File: config.mk
export PLATFORM = sky130hd
export DESIGN_NAME = qsw_cmd_decoder
export DESIGN_NICKNAME = d
export VERILOG_FILES = /design/src/inc/qsw_pkg.sv /design/src/hdl/qsw_cmd_decoder.sv
export VERILOG_INCLUDE_DIRS = /design/src /design/src/inc
export SDC_FILE = /design/constraint.sdc
export NUM_CORES = 1
export LEC_CHECK = 0
export BUFFER_PORTS_ARGS = -buffer_cell sky130_fd_sc_hd__buf_2
export CELL_PAD_IN_SITES_DETAIL_PLACEMENT = 0
export CELL_PAD_IN_SITES_GLOBAL_PLACEMENT = 1
export CORE_MARGIN = 10
export CORE_UTILIZATION = 41
export CTS_CLUSTER_DIAMETER = 30
export DETAILED_ROUTE_END_ITERATION = 7
export GPL_TIMING_DRIVEN = 1
export PLACE_DENSITY_LB_ADDON = 0.1
export SLEW_MARGIN = 40
export SYNTH_ARGS = -nofsm -noshare
export SYNTH_HDL_FRONTEND = slang
export SYNTH_SLANG_ARGS = --single-unit
File: constraint.sdc
create_clock -name clk_i -period 2.03 [get_ports clk_i]
set_input_delay 0.3045 -clock clk_i [delete_from_list [all_inputs] [get_ports clk_i]]
set_output_delay 0.3045 -clock clk_i [all_outputs]
set_load 0.005 [all_outputs]
File: src/inc/qsw_regs.svh
// Command field positions, addresses, reset values and counts of the quad switch decoder
`ifndef QSW_REGS_SVH
`define QSW_REGS_SVH

// ============================================================
// Command word layout
`define QSW_CMD_W 16
`define QSW_WD_BIT 15
`define QSW_SEL_HI 12
`define QSW_SEL_LO 11
`define QSW_REG_HI 10
`define QSW_REG_LO 8
`define QSW_DATA_HI 4
`define QSW_DATA_LO 0

// ============================================================
// Full five-bit addresses {D12..D8}
`define QSW_ADDR_STATUS 5'h00
`define QSW_ADDR_ONOFF 5'h01
`define QSW_ADDR_CSNS 5'h09
`define QSW_ADDR_VPROT 5'h05
`define QSW_ADDR_WDOG 5'h0d
`define QSW_ADDR_NOP 5'h06

// Low three address bits of the per-output registers
`define QSW_ADDR_OCLVL 3'h2
`define QSW_ADDR_BLANK 3'h3
`define QSW_ADDR_DIRIN 3'h4

// ============================================================
// Fields, reset values, counts
`define QSW_OLDIS_BIT 3
`define QSW_RST_CFG 5'h00
`define QSW_RST_WD 1'b0
`define QSW_BITCNT_W 4
`define QSW_CHANNELS 4
`define QSW_SYNC_W 12

`endif

File: src/inc/qsw_pkg.sv
// Types shared by the quad switch command decoder
package qsw_pkg;

    typedef logic [15:0] qsw_word_t;
    typedef logic [4:0] qsw_field_t;

    // Register kinds after address decode
    typedef enum logic [3:0] {
        QSW_REG_STATUS = 4'h0,
        QSW_REG_ONOFF  = 4'h1,
        QSW_REG_CSNS   = 4'h2,
        QSW_REG_OCLVL  = 4'h3,
        QSW_REG_BLANK  = 4'h4,
        QSW_REG_DIRIN  = 4'h5,
        QSW_REG_VPROT  = 4'h6,
        QSW_REG_WDOG   = 4'h7,
        QSW_REG_NOP    = 4'h8,
        QSW_REG_NONE   = 4'h9
    } qsw_reg_t;

endpackage

File: src/hdl/qsw_cmd_decoder.sv
// Serial command decoder and register file of a four-channel high-side switch
`timescale 1ns/1ps
`default_nettype none
`include "qsw_regs.svh"

// Summary of operation
// - Open load detected only while output off
// - Fault latched only after gate is off
// - Fault cleared by status read once gone
// - Disable bit suppresses open-load fault flagging
// - Ground loss forces every output off
// - Sixteen-bit commands, most significant bit first
// - Bit 15 toggle is a watchdog service
// - Bits 12:11 select the output channel
// - Select code n addresses output n
// - Bits 10:8 select the command register
// - Bits 4:0 are the register data
// - Frames may carry several sixteen-bit commands
// - Frames not multiple of sixteen discarded
// - Address map decoded from bits 12:8
// - Status select only picks return data
// - Every configuration register can be read back
// - On/off data bits 3:0 drive outputs
// - No-action address changes no register
module qsw_cmd_decoder (
    input wire logic clk_i,
    input wire logic rst_n_i,
    input wire logic sclk_i,
    input wire logic cs_n_i,
    input wire logic mosi_i,
    output logic miso_o,
    output logic miso_oe_n_o,
    input wire logic [3:0] ol_detect_i,
    input wire logic [3:0] gate_off_i,
    input wire logic gnd_loss_i,
    output logic [3:0] out_on_o,
    output logic [3:0] csns_en_o,
    output logic [19:0] oc_level_cfg_o,
    output logic [19:0] blank_ol_cfg_o,
    output logic [19:0] direct_in_cfg_o,
    output logic [4:0] vprot_cfg_o,
    output logic [4:0] wdog_cfg_o,
    output logic [3:0] open_load_fault_flag_o,
    output logic wd_service_o,
    output logic cmd_valid_o,
    output logic frame_err_o
);

    // ============================================================
    // Pin synchronisers
    logic [`QSW_SYNC_W-1:0] pins_raw;
    logic [`QSW_SYNC_W-1:0] meta_q;
    logic [`QSW_SYNC_W-1:0] sync_q;

    assign pins_raw = {gnd_loss_i, gate_off_i, ol_detect_i, mosi_i, cs_n_i, sclk_i};

    always_ff @(posedge clk_i or negedge rst_n_i) begin
        if (!rst_n_i) begin
            meta_q <= 12'h006;
            sync_q <= 12'h006;
        end else begin
            meta_q <= pins_raw;
            sync_q <= meta_q;
        end
    end

    logic sclk_s;
    logic cs_n_s;
    logic mosi_s;
    logic [3:0] ol_detect_s;
    logic [3:0] gate_off_s;
    logic gnd_loss_s;

    assign sclk_s = sync_q[0];
    assign cs_n_s = sync_q[1];
    assign mosi_s = sync_q[2];
    assign ol_detect_s = sync_q[6:3];
    assign gate_off_s = sync_q[10:7];
    assign gnd_loss_s = sync_q[11];

    // ============================================================
    // Edge detection on the serial clock and select
    logic sclk_prev_q;
    logic cs_n_prev_q;

    always_ff @(posedge clk_i or negedge rst_n_i) begin
        if (!rst_n_i) begin
            sclk_prev_q <= 1'b0;
            cs_n_prev_q <= 1'b1;
        end else begin
            sclk_prev_q <= sclk_s;
            cs_n_prev_q <= cs_n_s;
        end
    end

    logic sclk_rise;
    logic sclk_fall;
    logic cs_fall;
    logic cs_rise;

    assign sclk_rise = sclk_s & ~sclk_prev_q & ~cs_n_s;
    assign sclk_fall = ~sclk_s & sclk_prev_q & ~cs_n_s;
    assign cs_fall = ~cs_n_s & cs_n_prev_q;
    assign cs_rise = cs_n_s & ~cs_n_prev_q;

    // ============================================================
    // Shift register and bit count
    qsw_pkg::qsw_word_t shift_q;
    qsw_pkg::qsw_word_t ret_word;
    logic [`QSW_BITCNT_W-1:0] bitcnt_q;
    logic any_bit_q;
    logic ret_status_q;
    logic ret_is_status;

    // Every bit shifted in pushes the oldest bit out, so in a chained
    // frame the last sixteen bits received are the ones decoded.
    always_ff @(posedge clk_i or negedge rst_n_i) begin
        if (!rst_n_i) begin
            shift_q <= 16'h0000;
            bitcnt_q <= 4'h0;
            any_bit_q <= 1'b0;
            ret_status_q <= 1'b0;
        end else if (cs_fall) begin
            shift_q <= ret_word;
            bitcnt_q <= 4'h0;
            any_bit_q <= 1'b0;
            ret_status_q <= ret_is_status;
        end else if (sclk_rise) begin
            shift_q <= {shift_q[14:0], mosi_s};
            bitcnt_q <= bitcnt_q + 4'h1;
            any_bit_q <= 1'b1;
        end
    end

    // Return data changes on the falling serial edge, half a bit ahead of sampling
    logic miso_q;
    logic miso_oe_n_q;

    always_ff @(posedge clk_i or negedge rst_n_i) begin
        if (!rst_n_i) begin
            miso_q <= 1'b0;
            miso_oe_n_q <= 1'b1;
        end else begin
            miso_oe_n_q <= cs_n_s;
            if (cs_fall) begin
                miso_q <= ret_word[15];
            end else if (sclk_fall) begin
                miso_q <= shift_q[15];
            end
        end
    end

    // ============================================================
    // Frame acceptance
    logic frame_ok;

    assign frame_ok = cs_rise & any_bit_q & (bitcnt_q == 4'h0);

    always_ff @(posedge clk_i or negedge rst_n_i) begin
        if (!rst_n_i) begin
            cmd_valid_o <= 1'b0;
            frame_err_o <= 1'b0;
        end else begin
            cmd_valid_o <= frame_ok;
            frame_err_o <= cs_rise & ~frame_ok;
        end
    end

    // ============================================================
    // Field extraction and address decode
    logic [1:0] chan_sel;
    logic [2:0] reg_sel;
    logic [4:0] addr;
    qsw_pkg::qsw_field_t data;
    qsw_pkg::qsw_reg_t kind;

    // Bits 14, 13 and 7:5 are never looked at
    assign chan_sel = shift_q[`QSW_SEL_HI:`QSW_SEL_LO];
    assign reg_sel = shift_q[`QSW_REG_HI:`QSW_REG_LO];
    assign addr = {chan_sel, reg_sel};
    assign data = shift_q[`QSW_DATA_HI:`QSW_DATA_LO];

    always_comb begin
        kind = qsw_pkg::QSW_REG_NONE;
        if (reg_sel == `QSW_ADDR_OCLVL) begin
            kind = qsw_pkg::QSW_REG_OCLVL;
        end else if (reg_sel == `QSW_ADDR_BLANK) begin
            kind = qsw_pkg::QSW_REG_BLANK;
        end else if (reg_sel == `QSW_ADDR_DIRIN) begin
            kind = qsw_pkg::QSW_REG_DIRIN;
        end else if (addr == `QSW_ADDR_STATUS) begin
            kind = qsw_pkg::QSW_REG_STATUS;
        end else if (addr == `QSW_ADDR_ONOFF) begin
            kind = qsw_pkg::QSW_REG_ONOFF;
        end else if (addr == `QSW_ADDR_CSNS) begin
            kind = qsw_pkg::QSW_REG_CSNS;
        end else if (addr == `QSW_ADDR_VPROT) begin
            kind = qsw_pkg::QSW_REG_VPROT;
        end else if (addr == `QSW_ADDR_WDOG) begin
            kind = qsw_pkg::QSW_REG_WDOG;
        end else if (addr == `QSW_ADDR_NOP) begin
            kind = qsw_pkg::QSW_REG_NOP;
        end
    end

    // ============================================================
    // Watchdog service
    logic wd_bit_q;

    always_ff @(posedge clk_i or negedge rst_n_i) begin
        if (!rst_n_i) begin
            wd_bit_q <= `QSW_RST_WD;
            wd_service_o <= 1'b0;
        end else begin
            wd_service_o <= frame_ok & (shift_q[`QSW_WD_BIT] != wd_bit_q);
            if (frame_ok) begin
                wd_bit_q <= shift_q[`QSW_WD_BIT];
            end
        end
    end

    // ============================================================
    // Global registers
    qsw_pkg::qsw_field_t status_select_q;
    qsw_pkg::qsw_field_t output_onoff_control_q;
    qsw_pkg::qsw_field_t current_sense_enable_q;
    qsw_pkg::qsw_field_t voltage_protection_config_q;
    qsw_pkg::qsw_field_t watchdog_timeout_config_q;

    // The status select only steers the next return word
    always_ff @(posedge clk_i or negedge rst_n_i) begin
        if (!rst_n_i) begin
            status_select_q <= `QSW_RST_CFG;
        end else if (frame_ok && kind == qsw_pkg::QSW_REG_STATUS) begin
            status_select_q <= data;
        end
    end

    always_ff @(posedge clk_i or negedge rst_n_i) begin
        if (!rst_n_i) begin
            output_onoff_control_q <= `QSW_RST_CFG;
            current_sense_enable_q <= `QSW_RST_CFG;
            voltage_protection_config_q <= `QSW_RST_CFG;
            watchdog_timeout_config_q <= `QSW_RST_CFG;
        end else if (frame_ok) begin
            if (kind == qsw_pkg::QSW_REG_ONOFF) begin
                output_onoff_control_q <= data;
            end
            if (kind == qsw_pkg::QSW_REG_CSNS) begin
                current_sense_enable_q <= data;
            end
            if (kind == qsw_pkg::QSW_REG_VPROT) begin
                voltage_protection_config_q <= data;
            end
            if (kind == qsw_pkg::QSW_REG_WDOG) begin
                watchdog_timeout_config_q <= data;
            end
        end
    end

    // ============================================================
    // Per-output registers and open-load flags
    qsw_pkg::qsw_field_t oc_level_q [4];
    qsw_pkg::qsw_field_t blank_ol_q [4];
    qsw_pkg::qsw_field_t direct_in_q [4];
    logic [3:0] olf_q;
    logic [3:0] ol_cond;
    logic olf_clear;

    // A completed frame that carried the fault status out counts as its read
    assign olf_clear = frame_ok & ret_status_q;

    genvar ch;
    generate
        for (ch = 0; ch < `QSW_CHANNELS; ch = ch + 1) begin : g_chan
            logic hit;

            assign hit = frame_ok && (chan_sel == 2'(ch));

            always_ff @(posedge clk_i or negedge rst_n_i) begin
                if (!rst_n_i) begin
                    oc_level_q[ch] <= `QSW_RST_CFG;
                    blank_ol_q[ch] <= `QSW_RST_CFG;
                    direct_in_q[ch] <= `QSW_RST_CFG;
                end else if (hit) begin
                    if (kind == qsw_pkg::QSW_REG_OCLVL) begin
                        oc_level_q[ch] <= data;
                    end
                    if (kind == qsw_pkg::QSW_REG_BLANK) begin
                        blank_ol_q[ch] <= data;
                    end
                    if (kind == qsw_pkg::QSW_REG_DIRIN) begin
                        direct_in_q[ch] <= data;
                    end
                end
            end

            // Detection is only meaningful once the gate has really dropped
            assign ol_cond[ch] = ~out_on_o[ch] & gate_off_s[ch] & ol_detect_s[ch];

            // A live condition holds the flag through a read: set wins over clear
            always_ff @(posedge clk_i or negedge rst_n_i) begin
                if (!rst_n_i) begin
                    olf_q[ch] <= 1'b0;
                end else if (blank_ol_q[ch][`QSW_OLDIS_BIT]) begin
                    olf_q[ch] <= 1'b0;
                end else begin
                    olf_q[ch] <= ol_cond[ch] | (olf_q[ch] & ~olf_clear);
                end
            end

            assign oc_level_cfg_o[ch*5 +: 5] = oc_level_q[ch];
            assign blank_ol_cfg_o[ch*5 +: 5] = blank_ol_q[ch];
            assign direct_in_cfg_o[ch*5 +: 5] = direct_in_q[ch];
        end
    endgenerate

    // ============================================================
    // Output drive
    always_ff @(posedge clk_i or negedge rst_n_i) begin
        if (!rst_n_i) begin
            out_on_o <= 4'h0;
            csns_en_o <= 4'h0;
        end else begin
            // Ground loss overrides whatever the host commanded
            out_on_o <= output_onoff_control_q[3:0] & {4{~gnd_loss_s}};
            csns_en_o <= current_sense_enable_q[3:0];
        end
    end

    assign vprot_cfg_o = voltage_protection_config_q;
    assign wdog_cfg_o = watchdog_timeout_config_q;
    assign open_load_fault_flag_o = olf_q;
    assign miso_o = miso_q;
    assign miso_oe_n_o = miso_oe_n_q;

    // ============================================================
    // Return word selection
    // Select code mirrors the address map; code 0 returns the fault status.
    qsw_pkg::qsw_field_t ret_data;
    logic [2:0] ret_reg;
    logic [1:0] ret_ch;

    assign ret_reg = status_select_q[2:0];
    assign ret_ch = status_select_q[4:3];
    assign ret_is_status = (status_select_q == `QSW_ADDR_STATUS);

    always_comb begin
        ret_data = 5'h00;
        if (ret_reg == `QSW_ADDR_OCLVL) begin
            ret_data = oc_level_q[ret_ch];
        end else if (ret_reg == `QSW_ADDR_BLANK) begin
            ret_data = blank_ol_q[ret_ch];
        end else if (ret_reg == `QSW_ADDR_DIRIN) begin
            ret_data = direct_in_q[ret_ch];
        end else if (status_select_q == `QSW_ADDR_STATUS) begin
            ret_data = {1'b0, olf_q};
        end else if (status_select_q == `QSW_ADDR_ONOFF) begin
            ret_data = output_onoff_control_q;
        end else if (status_select_q == `QSW_ADDR_CSNS) begin
            ret_data = current_sense_enable_q;
        end else if (status_select_q == `QSW_ADDR_VPROT) begin
            ret_data = voltage_protection_config_q;
        end else if (status_select_q == `QSW_ADDR_WDOG) begin
            ret_data = watchdog_timeout_config_q;
        end
    end

    assign ret_word = {wd_bit_q, 2'b00, status_select_q, 3'b000, ret_data};

endmodule
`default_nettype wire

==> summary.md, run 1 <==
| Metric | Value |
|---|---|
| Simple-gate portion of the synthesized area | 8.61% |
| Status | complete, no violations |
| EDFF count, synth | 0 |
| Synth Area in XOR/XNOR | 0.408% |
| Seq pwr share | 41.2% |
| RSZ-0062 raised after global routing | true |
| Initial antenna violation count | 0 |
| Adder-Cell Fraction of Synth Area | 0.389% |
| Vias per cell | 5.33 |
| Wire per inst | 21.1 um |
| Max Cap Viol | 0 |
| Die H | 145 um |
| Top cell type's share of synthesized area | 56.4% |
| Reg2Reg Launch Point | sync_q[1] |
| Placed insts | 799 |
| CP Class | reg2reg |
| Die Width | 145 um |
| Biggest area consumer among synthesized cells | dfrtp_1 |
| H-tree levels | 4 |
| Cells after Synth | 496 |
| CTS Buffer Depth | 2 |
| Setup crit end kind | register |
| Clock share of power | 31.7% |
| Post-Syn Area per Cell | 13.0 sq um |
| Post-synth ARST share | 100% |
| Worst setup SP type | register |
| Psw | 3420 uW |
| CTS tree | done |
| Synth Cell Area | 0.00643 sq mm |
| Iteration-0 DRC count of the detailed router | 215 |
| Number of global-route vias before repair | 4846 |
| Worst VDD drop | 0.629 mV |
| Setup violations, final | 0 |
| Final period util | 98.0% |
| Final setup skew | 0.0119 ns |
| Synth cell types | 45 |
| Antenna cells | 0 |
| Post-route cell area | 0.00807 sq mm |
| Sequential share of the synthesized area | 58.4% |
| Min Tclk post-route | 1.99 ns |
| Clock sinks | 150 |
| Post-synthesis compound-gate area fraction | 7.91% |
| Io pins | 101 |
| Root Driver | clkbuf_16 |
| Worst Setup EP | direct_in_cfg_o[6] |
| Clock Latency Late Sink | 0.42 ns |
| Pin count of the biggest net entering global routing | 53 |
| Total grt overflow | 0 |
| Clock-pin slew on the worst setup and hold paths | 0.06 ns |
| Area delta synth->final | 25.4% |
| Worst EP required | 2.32 ns |
| Fin cells | 843 |
| Initial Util | 42.0% |
| Row Count | 45 |
| Count of input and output buffers | 100 |
| Hold Slack | 0.343 ns |
| Worst-Margin Slew | 0.586 ns |
| Post-layout net count | 637 |
| Share of layout cells above drive strength 1 | 41.8% |
| Worst-path fanout max | 6 |
| P_int | 6990 uW |
| Reg-to-reg slack, setup | 0.04 ns |
| Via count | 4492 |
| Largest family of logic cells by synthesized area | multiplexers |
| Hold/Removal Path Class | in2async |
| Final hold vios | 0 |
| Detail Placement HPWL | 12700 um |
| Maximum clock rate | 503 MHz |
| Number of synthesis warnings | 0 |
| Gr usage total | 17.1% |
| First-pass GRT wire length | 28600 um |
| DRC | 0 |
| First-pass DRT Iterations | 5 |
| Worst r2r path cells | 5 |
| CTS Buf Count | 17 |
| Register area | 0.00376 sq mm |
| Area of the multi-input gates | 0.00247 sq mm |
| Routed wire length | 17800 um |
| Die area | 0.0211 sq mm |
| Count of pins over their slew limit | 0 |
| GPL Wtd Cong | 0.825 |
| Cell Area, Placed | 0.00730 sq mm |
| Power Dens Cells | 1290 mW/mm^2 |
| CP startpoint | sync_q[1] |
| LEAKAGE | 0.00395 uW |
| Reg2reg end | direct_in_cfg_o[6] |
| Core region area | 0.0153 sq mm |
| # fillers | 1368 |
| Sw Ratio | 32.8% |
| Yosys reg bits | 150 |
| Slew headroom | 60.9% |
| Combinational power share | 27.1% |
| Mux contribution to synthesized area | 21.0% |
| Crit path DAT | 2.28 ns |
| Synth Flop Type | dfrtp_1 |
| Synth area leaders | dfrtp_1 56%, mux2_2 15%, mux2i_1 2.8%, mux4_2 2.8%, a22oi_1 2.6% |
| Post-DRT Antenna Nets | 0 |
| Post-synthesis net count | 512 |
[through the flow]
step           util (%)  worst slack [ns]  setup TNS [ns]  power, uW
3_3_place_gp       47.7            0.0893               0       7130
5_1_grt            52.7           -0.0429          -0.518      11000
3_5_place_dp       47.7            0.0165               0       7160
2_1_floorplan         -             0.102               0       5780
6_report           52.7            0.0402               0      10400
4_1_cts            52.6           0.00487               0      10500
[flip-flops by register name, summed over array words and instances, names as in the netlist, 4 cells and up]
signal,cells
status_select_q,5
direct_in_cfg_o,20
output_onoff_control_q,5
shift_q,16
meta_q,12
vprot_cfg_o,5
open_load_fault_flag_o,4
current_sense_enable_q,5
csns_en_o,4
sync_q,12
blank_ol_cfg_o,20
out_on_o,4
bitcnt_q,4
oc_level_cfg_o,20
wdog_cfg_o,5
[worst max-delay path: stages (launching register included)]
cell	delay (ns)
dfstp_2	0.53
and4bb_2	0.26
nand3b_4	0.15
nor3b_4	0.36
nand2_1	0.24
mux2_2	0.33
[synth_stat cells (2+ instances only)]
cell	count
mux4_2	8
buf_4	3
a31oi_1	9
a22oi_1	22
dfstp_2	5
nand3_1	3
nand2_1	34
mux2i_1	18
ha_1	2
a32oi_1	4
a2111oi_0	3
nand4_1	4
nor3_1	10
clkbuf_1	24
nor2b_1	12
a21oi_1	3
mux2_1	4
xor2_1	2
a221oi_1	2
o22a_1	4
buf_1	3
o21ai_0	19
dfrtp_1	145
o22ai_1	5
and4_1	4
mux2_2	84
nor3b_1	3
nand2b_1	5
inv_1	11
buf_2	8
nor2_1	19
[timing repair]
item,CTS,global route
hold endpoints to repair,41,0
hold buffers,13,0
gates resized for setup,0,2
setup buffers,0,1
setup endpoints to repair,0,36
[placed cells by master (no fill, tap or decap), types with 2 or more instances in the layout]
cell type / n
nor2_1: 19
nor3_1: 10
clkinvlp_4: 3
mux2i_1: 18
a221oi_1: 2
buf_2: 99
o21ai_0: 19
dlygate4sd3_1: 13
a21oi_1: 3
mux2_2: 84
ha_1: 2
mux4_2: 8
nor2b_1: 12
and4_1: 4
buf_4: 28
bufinv_16: 4
clkbuf_16: 17
nand2_2: 2
a32oi_1: 4
nand2b_1: 5
a2111oi_0: 3
nor3b_1: 3
dfrtp_1: 145
dfstp_2: 5
clkinv_4: 4
o22ai_1: 5
o22a_1: 4
a22oi_1: 22
inv_1: 11
nand4_1: 4
a31oi_1: 9
mux2_1: 4
buf_12: 3
nand2_1: 32
nand3_1: 3
xor2_1: 2
[cell families after synthesis]
kind of cell    count (synthesis)
simple gates                  102
mux                           114
flops                         150
fa+ha+maj                       2
compound gates                 75
xor+xnor                        3
buf+inv                        50
[routing by layer]
layer	vias up	global-route usage (%)	share of wire, %
li1	2045	-	-
met1	2327	22.4	45
met2	109	27.3	48
met3	11	4.97	5.8
met4	0	4.25	0.74
met5	-	0	0
[final cells by class]
type | instances | area share (%)
clock buffer | 19 | 5.49
timing repair buffer | 144 | 11.2
tap | 211 | 3.27
multi-input combinational | 296 | 30.6
inverter | 12 | 0.558
clock inverter | 11 | 2.20
sequential | 150 | 46.6
[power groups by stage]
stage | Clock, uW | Combinational [uW] | Sequential, uW
after global routing | 3490 | 3100 | 4390
after detailed placement | 0 | 2830 | 4330
final | 3300 | 2820 | 4300
after floorplan | 0 | 1860 | 3920
after global placement | 0 | 2810 | 4320
after CTS | 3370 | 2860 | 4280
[worst min path at each step]
| stage | to | slack, ns | start | depth (start not counted) |
|---|---|---|---|---|
| 4_1_cts | meta_q[8] | 0.34 | rst_n_i | 2 |
| 5_1_grt | sync_q[0] | 0.35 | meta_q[0] | 0 |
| 3_3_place_gp | sync_q[4] | 0.21 | rst_n_i | 1 |
| 2_1_floorplan | any_bit_q | 0.009 | rst_n_i | 0 |
| 3_5_place_dp | meta_q[4] | 0.21 | rst_n_i | 1 |
| 6_report | out_on_o[1] | 0.34 | rst_n_i | 2 |
Note: power is estimated with default switching activity, not from simulation.
==> run 2, diff against run 1 <==
--- a/config.mk
+++ b/config.mk
@@ -6,15 +6,16 @@
 export SDC_FILE = /design/constraint.sdc
 export NUM_CORES = 1
 export LEC_CHECK = 0
+export ABC_AREA = 1
 export BUFFER_PORTS_ARGS = -buffer_cell sky130_fd_sc_hd__buf_2
 export CELL_PAD_IN_SITES_DETAIL_PLACEMENT = 0
 export CELL_PAD_IN_SITES_GLOBAL_PLACEMENT = 1
 export CORE_MARGIN = 10
-export CORE_UTILIZATION = 41
+export CORE_UTILIZATION = 39
 export CTS_CLUSTER_DIAMETER = 30
 export DETAILED_ROUTE_END_ITERATION = 7
 export GPL_TIMING_DRIVEN = 1
-export PLACE_DENSITY_LB_ADDON = 0.1
+export PLACE_DENSITY = 0.84
 export SLEW_MARGIN = 40
 export SYNTH_ARGS = -nofsm -noshare
 export SYNTH_HDL_FRONTEND = slang
==> summary.md, run 2 <==
| Metric | Value |
|---|---|
| Status | complete, no violations (unchanged) |
| Max Cap Viol | 0 (unchanged) |
| Core region area | 0.0153 sq mm (unchanged) |
| Most common cell after layout, fill and taps aside | nand2_1 (was dfrtp_1) |
| Antenna cells | 0 (unchanged) |
| Synth area leaders | dfrtp_1 59%, o21ai_0 10%, nand2_1 9.4%, nor2_1 4.0%, inv_1 2.6% (was dfrtp_1 56%, mux2_2 15%, mux2i_1 2.8%, mux4_2 2.8%, a22oi_1 2.6%) |
| Wire per inst | 17.7 um (was 21.1 um) |
| Setup Fix Bufs, Post-CTS | 0 (unchanged) |
| Synth Flop Type | dfrtp_1 (unchanged) |
| Final hold vios | 0 (unchanged) |
| H-tree levels | 4 (unchanged) |
| Hold/Removal Path Class | in2async (unchanged) |
| CTS Buf Count | 17 (unchanged) |
| Io pins | 101 (unchanged) |
| DRC | 0 (unchanged) |
| Number of global-route vias before repair | 5077 (was 4846) |
| Initial Util | 40.2% (was 42.0%) |
| Post-synthesis net count | 670 (was 512) |
| Setup violations, final | 0 (unchanged) |
| Reg2reg end | shift_q[1] (was direct_in_cfg_o[6]) |
| Reg2Reg Launch Point | status_select_q[3] (was sync_q[1]) |
| Count of pins over their slew limit | 0 (unchanged) |
| Cell with the most instances after synthesis | nand2_1 (was dfrtp_1) |
| Clock sinks | 150 (unchanged) |
| Iteration-0 DRC count of the detailed router | 470 (was 215) |
| Detail Placement HPWL | 12900 um (was 12700 um) |
| Worst-Margin Slew | 0.646 ns (was 0.586 ns) |
| Worst setup SP type | register (unchanged) |
| Routed wire length | 17800 um (about the same) |
| Register area | 0.00376 sq mm (unchanged) |
| Top cell type's share of synthesized area | 59.0% (was 56.4%) |
| Clock-pin slew on the worst setup and hold paths | 0.06 ns (about the same) |
| Biggest area consumer among synthesized cells | dfrtp_1 (unchanged) |
| Maximum clock rate | 537 MHz (was 503 MHz) |
| Power Dens Cells | 1170 mW/mm^2 (was 1290 mW/mm^2) |
| Sequential share of the synthesized area | 61.1% (was 58.4%) |
| Worst EP required | 2.35 ns (was 2.32 ns) |
| Pin count of the biggest net entering global routing | 59 (was 53) |
| Hold Slack | 0.316 ns (was 0.343 ns) |
| Die area | 0.0212 sq mm (was 0.0211 sq mm) |
| Worst-path fanout max | 9 (was 6) |
| Die Width | 146 um (was 145 um) |
| Post-synth ARST share | 100% (unchanged) |
| Yosys reg bits | 150 (unchanged) |
| LEAKAGE | 0.00372 uW (was 0.00395 uW) |
| Die H | 146 um (was 145 um) |
| Slew headroom | 56.9% (was 60.9%) |
| Initial antenna violation count | 0 (unchanged) |
| Vias per cell | 5.10 (was 5.33) |
| Number of synthesis warnings | 0 (unchanged) |
| Synth Cell Area | 0.00615 sq mm (was 0.00643 sq mm) |
| # fillers | 1435 (was 1368) |
| First-pass DRT Iterations | 5 (unchanged) |
| Clock Latency Late Sink | 0.43 ns (was 0.42 ns) |
| Gr usage total | 17.0% (was 17.1%) |
| Root Driver | clkbuf_16 (unchanged) |
| Final period util | 91.7% (was 98.0%) |
| Post-Syn Area per Cell | 9.41 sq um (was 13.0 sq um) |
| Placed insts | 964 (was 799) |
| Post-DRT Antenna Nets | 0 (unchanged) |
| Setup crit end kind | register (unchanged) |
| Final setup skew | 0.00728 ns (was 0.0119 ns) |
| Row Count | 45 (unchanged) |
| First-pass GRT wire length | 28800 um (was 28600 um) |
| Worst VDD drop | 0.616 mV (was 0.629 mV) |
| Fin cells | 1008 (was 843) |
| GPL Wtd Cong | 0.829 (was 0.825) |
| Min Tclk post-route | 1.86 ns (was 1.99 ns) |
| Final core utilization | 50.4% (was 52.7%) |
| Share of layout cells above drive strength 1 | 22.2% (was 41.8%) |
| Total grt overflow | 0 (unchanged) |
| Crit path DAT | 2.18 ns (was 2.28 ns) |
| Area delta synth->final | 25.4% (about the same) |
| Via count | 5137 (was 4492) |
| Commonest cells after routing, fill and taps aside | 154 x nand2_1, 145 x dfrtp_1, 126 x o21ai_0 (was 145 x dfrtp_1, 99 x buf_2, 84 x mux2_2) |
| CTS tree | done (unchanged) |
| Power, Total | 9030 uW (was 10400 uW) |
| RSZ-0062 raised after global routing | true (unchanged) |
| Synth cell types | 32 (was 45) |
| Worst r2r path cells | 9 (was 5) |
| Area of the multi-input gates | 0.00213 sq mm (was 0.00247 sq mm) |
| Cells after Synth | 654 (was 496) |
| CTS Buffer Depth | 2 (unchanged) |
| Reg-to-reg slack, setup | 0.17 ns (was 0.04 ns) |
| Count of input and output buffers | 100 (unchanged) |
| Post-layout net count | 801 (was 637) |
| EDFF count, synth | 0 (unchanged) |
| Commonest cells post-synth | 154 x nand2_1, 145 x dfrtp_1, 126 x o21ai_0, 66 x nor2_1, 42 x inv_1 (was 145 x dfrtp_1, 84 x mux2_2, 34 x nand2_1, 24 x clkbuf_1, 22 x a22oi_1) |
| CP Class | reg2reg (unchanged) |
-- run 2: cell count changes in the layout (fill, tap and decap cells not counted), moves of 9 or more --
cell / before / now
a21oi_1: 3 / 13
a22oi_1: 22 / 4
mux2_2: 84 / 0
nand3_2: 0 / 12
buf_4: 28 / 11
nor2b_1: 12 / 0
inv_1: 11 / 42
nand2_1: 32 / 154
o22ai_1: 5 / 14
mux2i_1: 18 / 0
o21ai_0: 19 / 126
nand3_1: 3 / 15
nor2_1: 19 / 66
-- run 2: logic make-up after synthesis --
kind of cell	share of synthesized area [%]
simple gates	20.1
compound gates	14.0
flops	61.1
buf+inv	4.23
fa+ha+maj	0.407
xor+xnor	0.142
-- run 2: power breakdown --
group	internal (uW)	switching (uW)
Clock	1860	1240
Combinational	763	1440
Sequential	3370	356
-- run 2: area by class of cell --
cell class	instances	share of cell area [%]
clock buffers	20	5.92
clock inverters	11	1.65
inverters	44	2.14
multi-input cells	443	27.6
flip-flops and latches	150	48.7
well taps	211	3.42
repair buffers	129	10.5
-- run 2: metrics by stage --
stage | setup WS (ns) | setup TNS, ns | area [sq um]
finish | 0.168 | 0 | 7720
global route | -0.0269 | -0.0791 | 7720
CTS | 0.109 | 0 | 7710
detailed placement | 0.129 | 0 | 7000
global placement | 0.165 | 0 | 7000
floorplan | 0.410 | 0 | 6150
-- run 2: critical path, stage by stage (launching register included) --
cell     delay (ns)
dfrtp_1        0.47
nor2_2         0.35
inv_1          0.08
nor2_1         0.27
nand2_1        0.12
nand3_1        0.13
nor3_1         0.09
nand3_1        0.09
nand2_1        0.05
o21ai_0        0.12
-- run 2: routing by layer --
| metal | share of wire [%] | GRT usage (%) | vias up |
|---|---|---|---|
| met3 | 5.6 | 4.10 | 25 |
| met4 | 1.8 | 6.57 | 0 |
| met1 | 45 | 22.1 | 2506 |
| met5 | 0 | 0 | - |
| met2 | 48 | 26.8 | 163 |
| li1 | - | - | 2443 |
-- run 2: how the worst max path moves through the flow --
stage | from | end | cells after the start
floorplan | bitcnt_q[0] | current_sense_enable_q[4] | 9
global placement | bitcnt_q[0] | blank_ol_cfg_o[3] | 8
detailed placement | bitcnt_q[0] | blank_ol_cfg_o[2] | 7
CTS | bitcnt_q[0] | blank_ol_cfg_o[2] | 7
global route | bitcnt_q[0] | blank_ol_cfg_o[18] | 9
finish | status_select_q[3] | shift_q[1] | 9
-- run 2: timing repair --
action | in CTS | in global routing
hold endpoints to repair | 36 | 0
endpoints found under the setup margin | 0 | 28
hold buffers | 13 | 0
resized for setup | 0 | 1
==> run 3, diff against run 2 <==
--- a/config.mk
+++ b/config.mk
@@ -10,6 +10,7 @@
 export BUFFER_PORTS_ARGS = -buffer_cell sky130_fd_sc_hd__buf_2
 export CELL_PAD_IN_SITES_DETAIL_PLACEMENT = 0
 export CELL_PAD_IN_SITES_GLOBAL_PLACEMENT = 1
+export CORE_ASPECT_RATIO = 1.4
 export CORE_MARGIN = 10
 export CORE_UTILIZATION = 39
 export CTS_CLUSTER_DIAMETER = 30
==> summary.md, run 3 (synthesis gave the netlist of run 2 again) <==
| Metric | Value |
|---|---|
| Setup_tns | 0 ns (unchanged) |
| Antenna cells | 0 (unchanged) |
| CTS Buf Count | 17 (unchanged) |
| Total grt overflow | 0 (unchanged) |
| Final period util | 90.3% (was 91.7%) |
| Final setup skew | 0.00968 ns (was 0.00728 ns) |
| Detail Placement HPWL | 12800 um (was 12900 um) |
| Initial Util | 39.6% (was 40.2%) |
| Crit path DAT | 2.10 ns (was 2.18 ns) |
| First-pass DRT Iterations | 6 (was 5) |
| Worst-path fanout max | 10 (was 9) |
| Post-layout net count | 803 (was 801) |
| CTS Buffer Depth | 2 (unchanged) |
| Min Tclk post-route | 1.83 ns (was 1.86 ns) |
| Post-DRT Antenna Nets | 0 (unchanged) |
| Worst r2r path cells | 9 (unchanged) |
| Hold/Removal Path Class | reg2reg (was in2async) |
| First-pass GRT wire length | 28700 um (was 28800 um) |
| Hold path cells | 0 |
| Row Count | 54 (was 45) |
| Slowest CP cell | dfrtp_1 (unchanged) |
| RSZ-0062 raised after global routing | true (unchanged) |
| Area delta synth->final | 25.2% (was 25.4%) |
| H-tree levels | 4 (unchanged) |
| Routed wire length | 17700 um (was 17800 um) |
| Final hold vios | 0 (unchanged) |
| Number of global-route vias before repair | 5141 (was 5077) |
| Worst setup SP type | register (unchanged) |
| Worst-Margin Slew | 0.695 ns (was 0.646 ns) |
| Setup crit end kind | register (unchanged) |
| Die area | 0.0213 sq mm (was 0.0212 sq mm) |
| Top Layer Used | met4 (unchanged) |
| Initial antenna violation count | 0 (unchanged) |
| Vias per cell | 5.11 (was 5.10) |
| Worst EP required | 2.30 ns (was 2.35 ns) |
| Clock-pin slew on the worst setup and hold paths | 0.06 ns (about the same) |
| Slew headroom | 53.6% (was 56.9%) |
| Clock sinks | 150 (unchanged) |
| Final core utilization | 49.6% (was 50.4%) |
| Status | complete, no violations (unchanged) |
| Share of layout cells above drive strength 1 | 22.4% (was 22.2%) |
| Post-route cell area | 0.00770 sq mm (was 0.00772 sq mm) |
| Commonest cells after routing, fill and taps aside | 154 x nand2_1, 145 x dfrtp_1, 126 x o21ai_0 (unchanged) |
| Critical path cell sequence | inv_1 > ha_1 > nand2_1 > nor4_4 > inv_1 > nor3_4 > nand2_2 > nand2_1 > o21ai_0 (was nor2_2 > inv_1 > nor2_1 > nand2_1 > nand3_1 > nor3_1 > nand3_1 > nand2_1 > o21ai_0) |
| Die H | 169 um (was 146 um) |
| Max Cap Viol | 0 (unchanged) |
| Met2 WL | 9090 um (was 8520 um) |
| LEAKAGE | 0.00375 uW (was 0.00372 uW) |
| Setup violations, final | 0 (unchanged) |
| Iteration-0 DRC count of the detailed router | 498 (was 470) |
| # fillers | 1490 (was 1435) |
| Worst VDD drop | 0.597 mV (was 0.616 mV) |
| Io pins | 101 (unchanged) |
| Most common cell after layout, fill and taps aside | nand2_1 (unchanged) |
| Maximum clock rate | 545 MHz (was 537 MHz) |
| Die Width | 126 um (was 146 um) |
| Met3 wire len | 1030 um (was 1000 um) |
| CP peak stage delay | 0.39 ns (was 0.47 ns) |
| Hold Slack | 0.342 ns (was 0.316 ns) |
| Gr usage total | 16.8% (was 17.0%) |
| Count of input and output buffers | 100 (unchanged) |
| CP Class | reg2reg (unchanged) |
| Count of pins over their slew limit | 0 (unchanged) |
| GPL Wtd Cong | 0.906 (was 0.829) |
| DP Worst Slack | 0.140 ns (was 0.129 ns) |
| CTS tree | done (unchanged) |
| Clock Latency Late Sink | 0.42 ns (was 0.43 ns) |
| PnR worst setup slack | 0.196 ns (was 0.168 ns) |
| Core region area | 0.0155 sq mm (was 0.0153 sq mm) |
| Wire per inst | 17.8 um (was 17.7 um) |
| Via count | 5089 (was 5137) |
| Pin count of the biggest net entering global routing | 47 (was 59) |
| Power Dens Cells | 1190 mW/mm^2 (was 1170 mW/mm^2) |
| Cell Area, Placed | 0.00697 sq mm (was 0.00700 sq mm) |
| Root Driver | clkbuf_16 (unchanged) |
| DRC | 0 (unchanged) |
| WL met1 | 7260 um (was 7970 um) |
[run 3: cell count changes in the layout (fill, tap and decap cells not counted)]
cell,delta
clkbuf_1,+1
bufinv_16,+1
clkinv_4,+1
buf_12,-2
buf_4,+4
clkinvlp_4,-3
clkinv_2,+2
clkbuf_8,-1
[run 3: layout make-up]
class                      instances  area [sq um]  share of cell area [%]
timing repair buffer             131           801                    10.4
clock inverter                    12           154                    2.00
tap                              196           245                    3.18
clock buffer                      20           447                    5.80
multi-input combinational        443          2130                    27.7
inverter                          44           165                    2.14
sequential                       150          3760                    48.8
[run 3: what timing repair did]
action,in CTS,in global routing
hold endpoints to repair,50,0
gates resized for setup,0,1
endpoints found under the setup margin,0,27
buffers inserted,0,0
hold buffers,13,0
[run 3: layer usage]
metal	track usage, %	vias up
met5	0	-
met4	6.45	0
met3	3.66	27
met2	28.5	171
met1	20.2	2444
li1	-	2447
[run 3: worst max-delay path, delay by kind of cell, from the launching register on]
kind,cells,cell delay [ns]
flops,1,0.39
compound gates,1,0.08
simple gates,5,0.85
fa+ha+maj,1,0.14
buf+inv,2,0.22
[run 3: report_power, final]
| group | internal [uW] | switching (uW) | leakage, uW |
|---|---|---|---|
| clock network | 1960 | 1240 | 0.000286 |
| registers | 3370 | 353 | 0.00198 |
| logic | 770 | 1490 | 0.00148 |
| total | 6100 | 3090 | 0.00375 |
[run 3: worst paths after layout]
check / to / slack [ns] / from
setup / recovery: blank_ol_cfg_o[18] / 0.20 / bitcnt_q[0]
hold / removal: sync_q[10] / 0.34 / meta_q[10]
setup reg to reg: blank_ol_cfg_o[18] / 0.20 / bitcnt_q[0]
hold reg to reg: sync_q[10] / 0.34 / meta_q[10]
max in group asynchronous: oc_level_cfg_o[2] / 0.93 / rst_n_i
min in group asynchronous: sync_q[0] / 0.38 / rst_n_i
[run 3: metrics by stage]
step,instances,power [uW]
3_5_place_dp,951,5990
4_1_cts,996,9220
3_3_place_gp,951,5960
6_report,996,9190
5_1_grt,996,9660
2_1_floorplan,654,4980
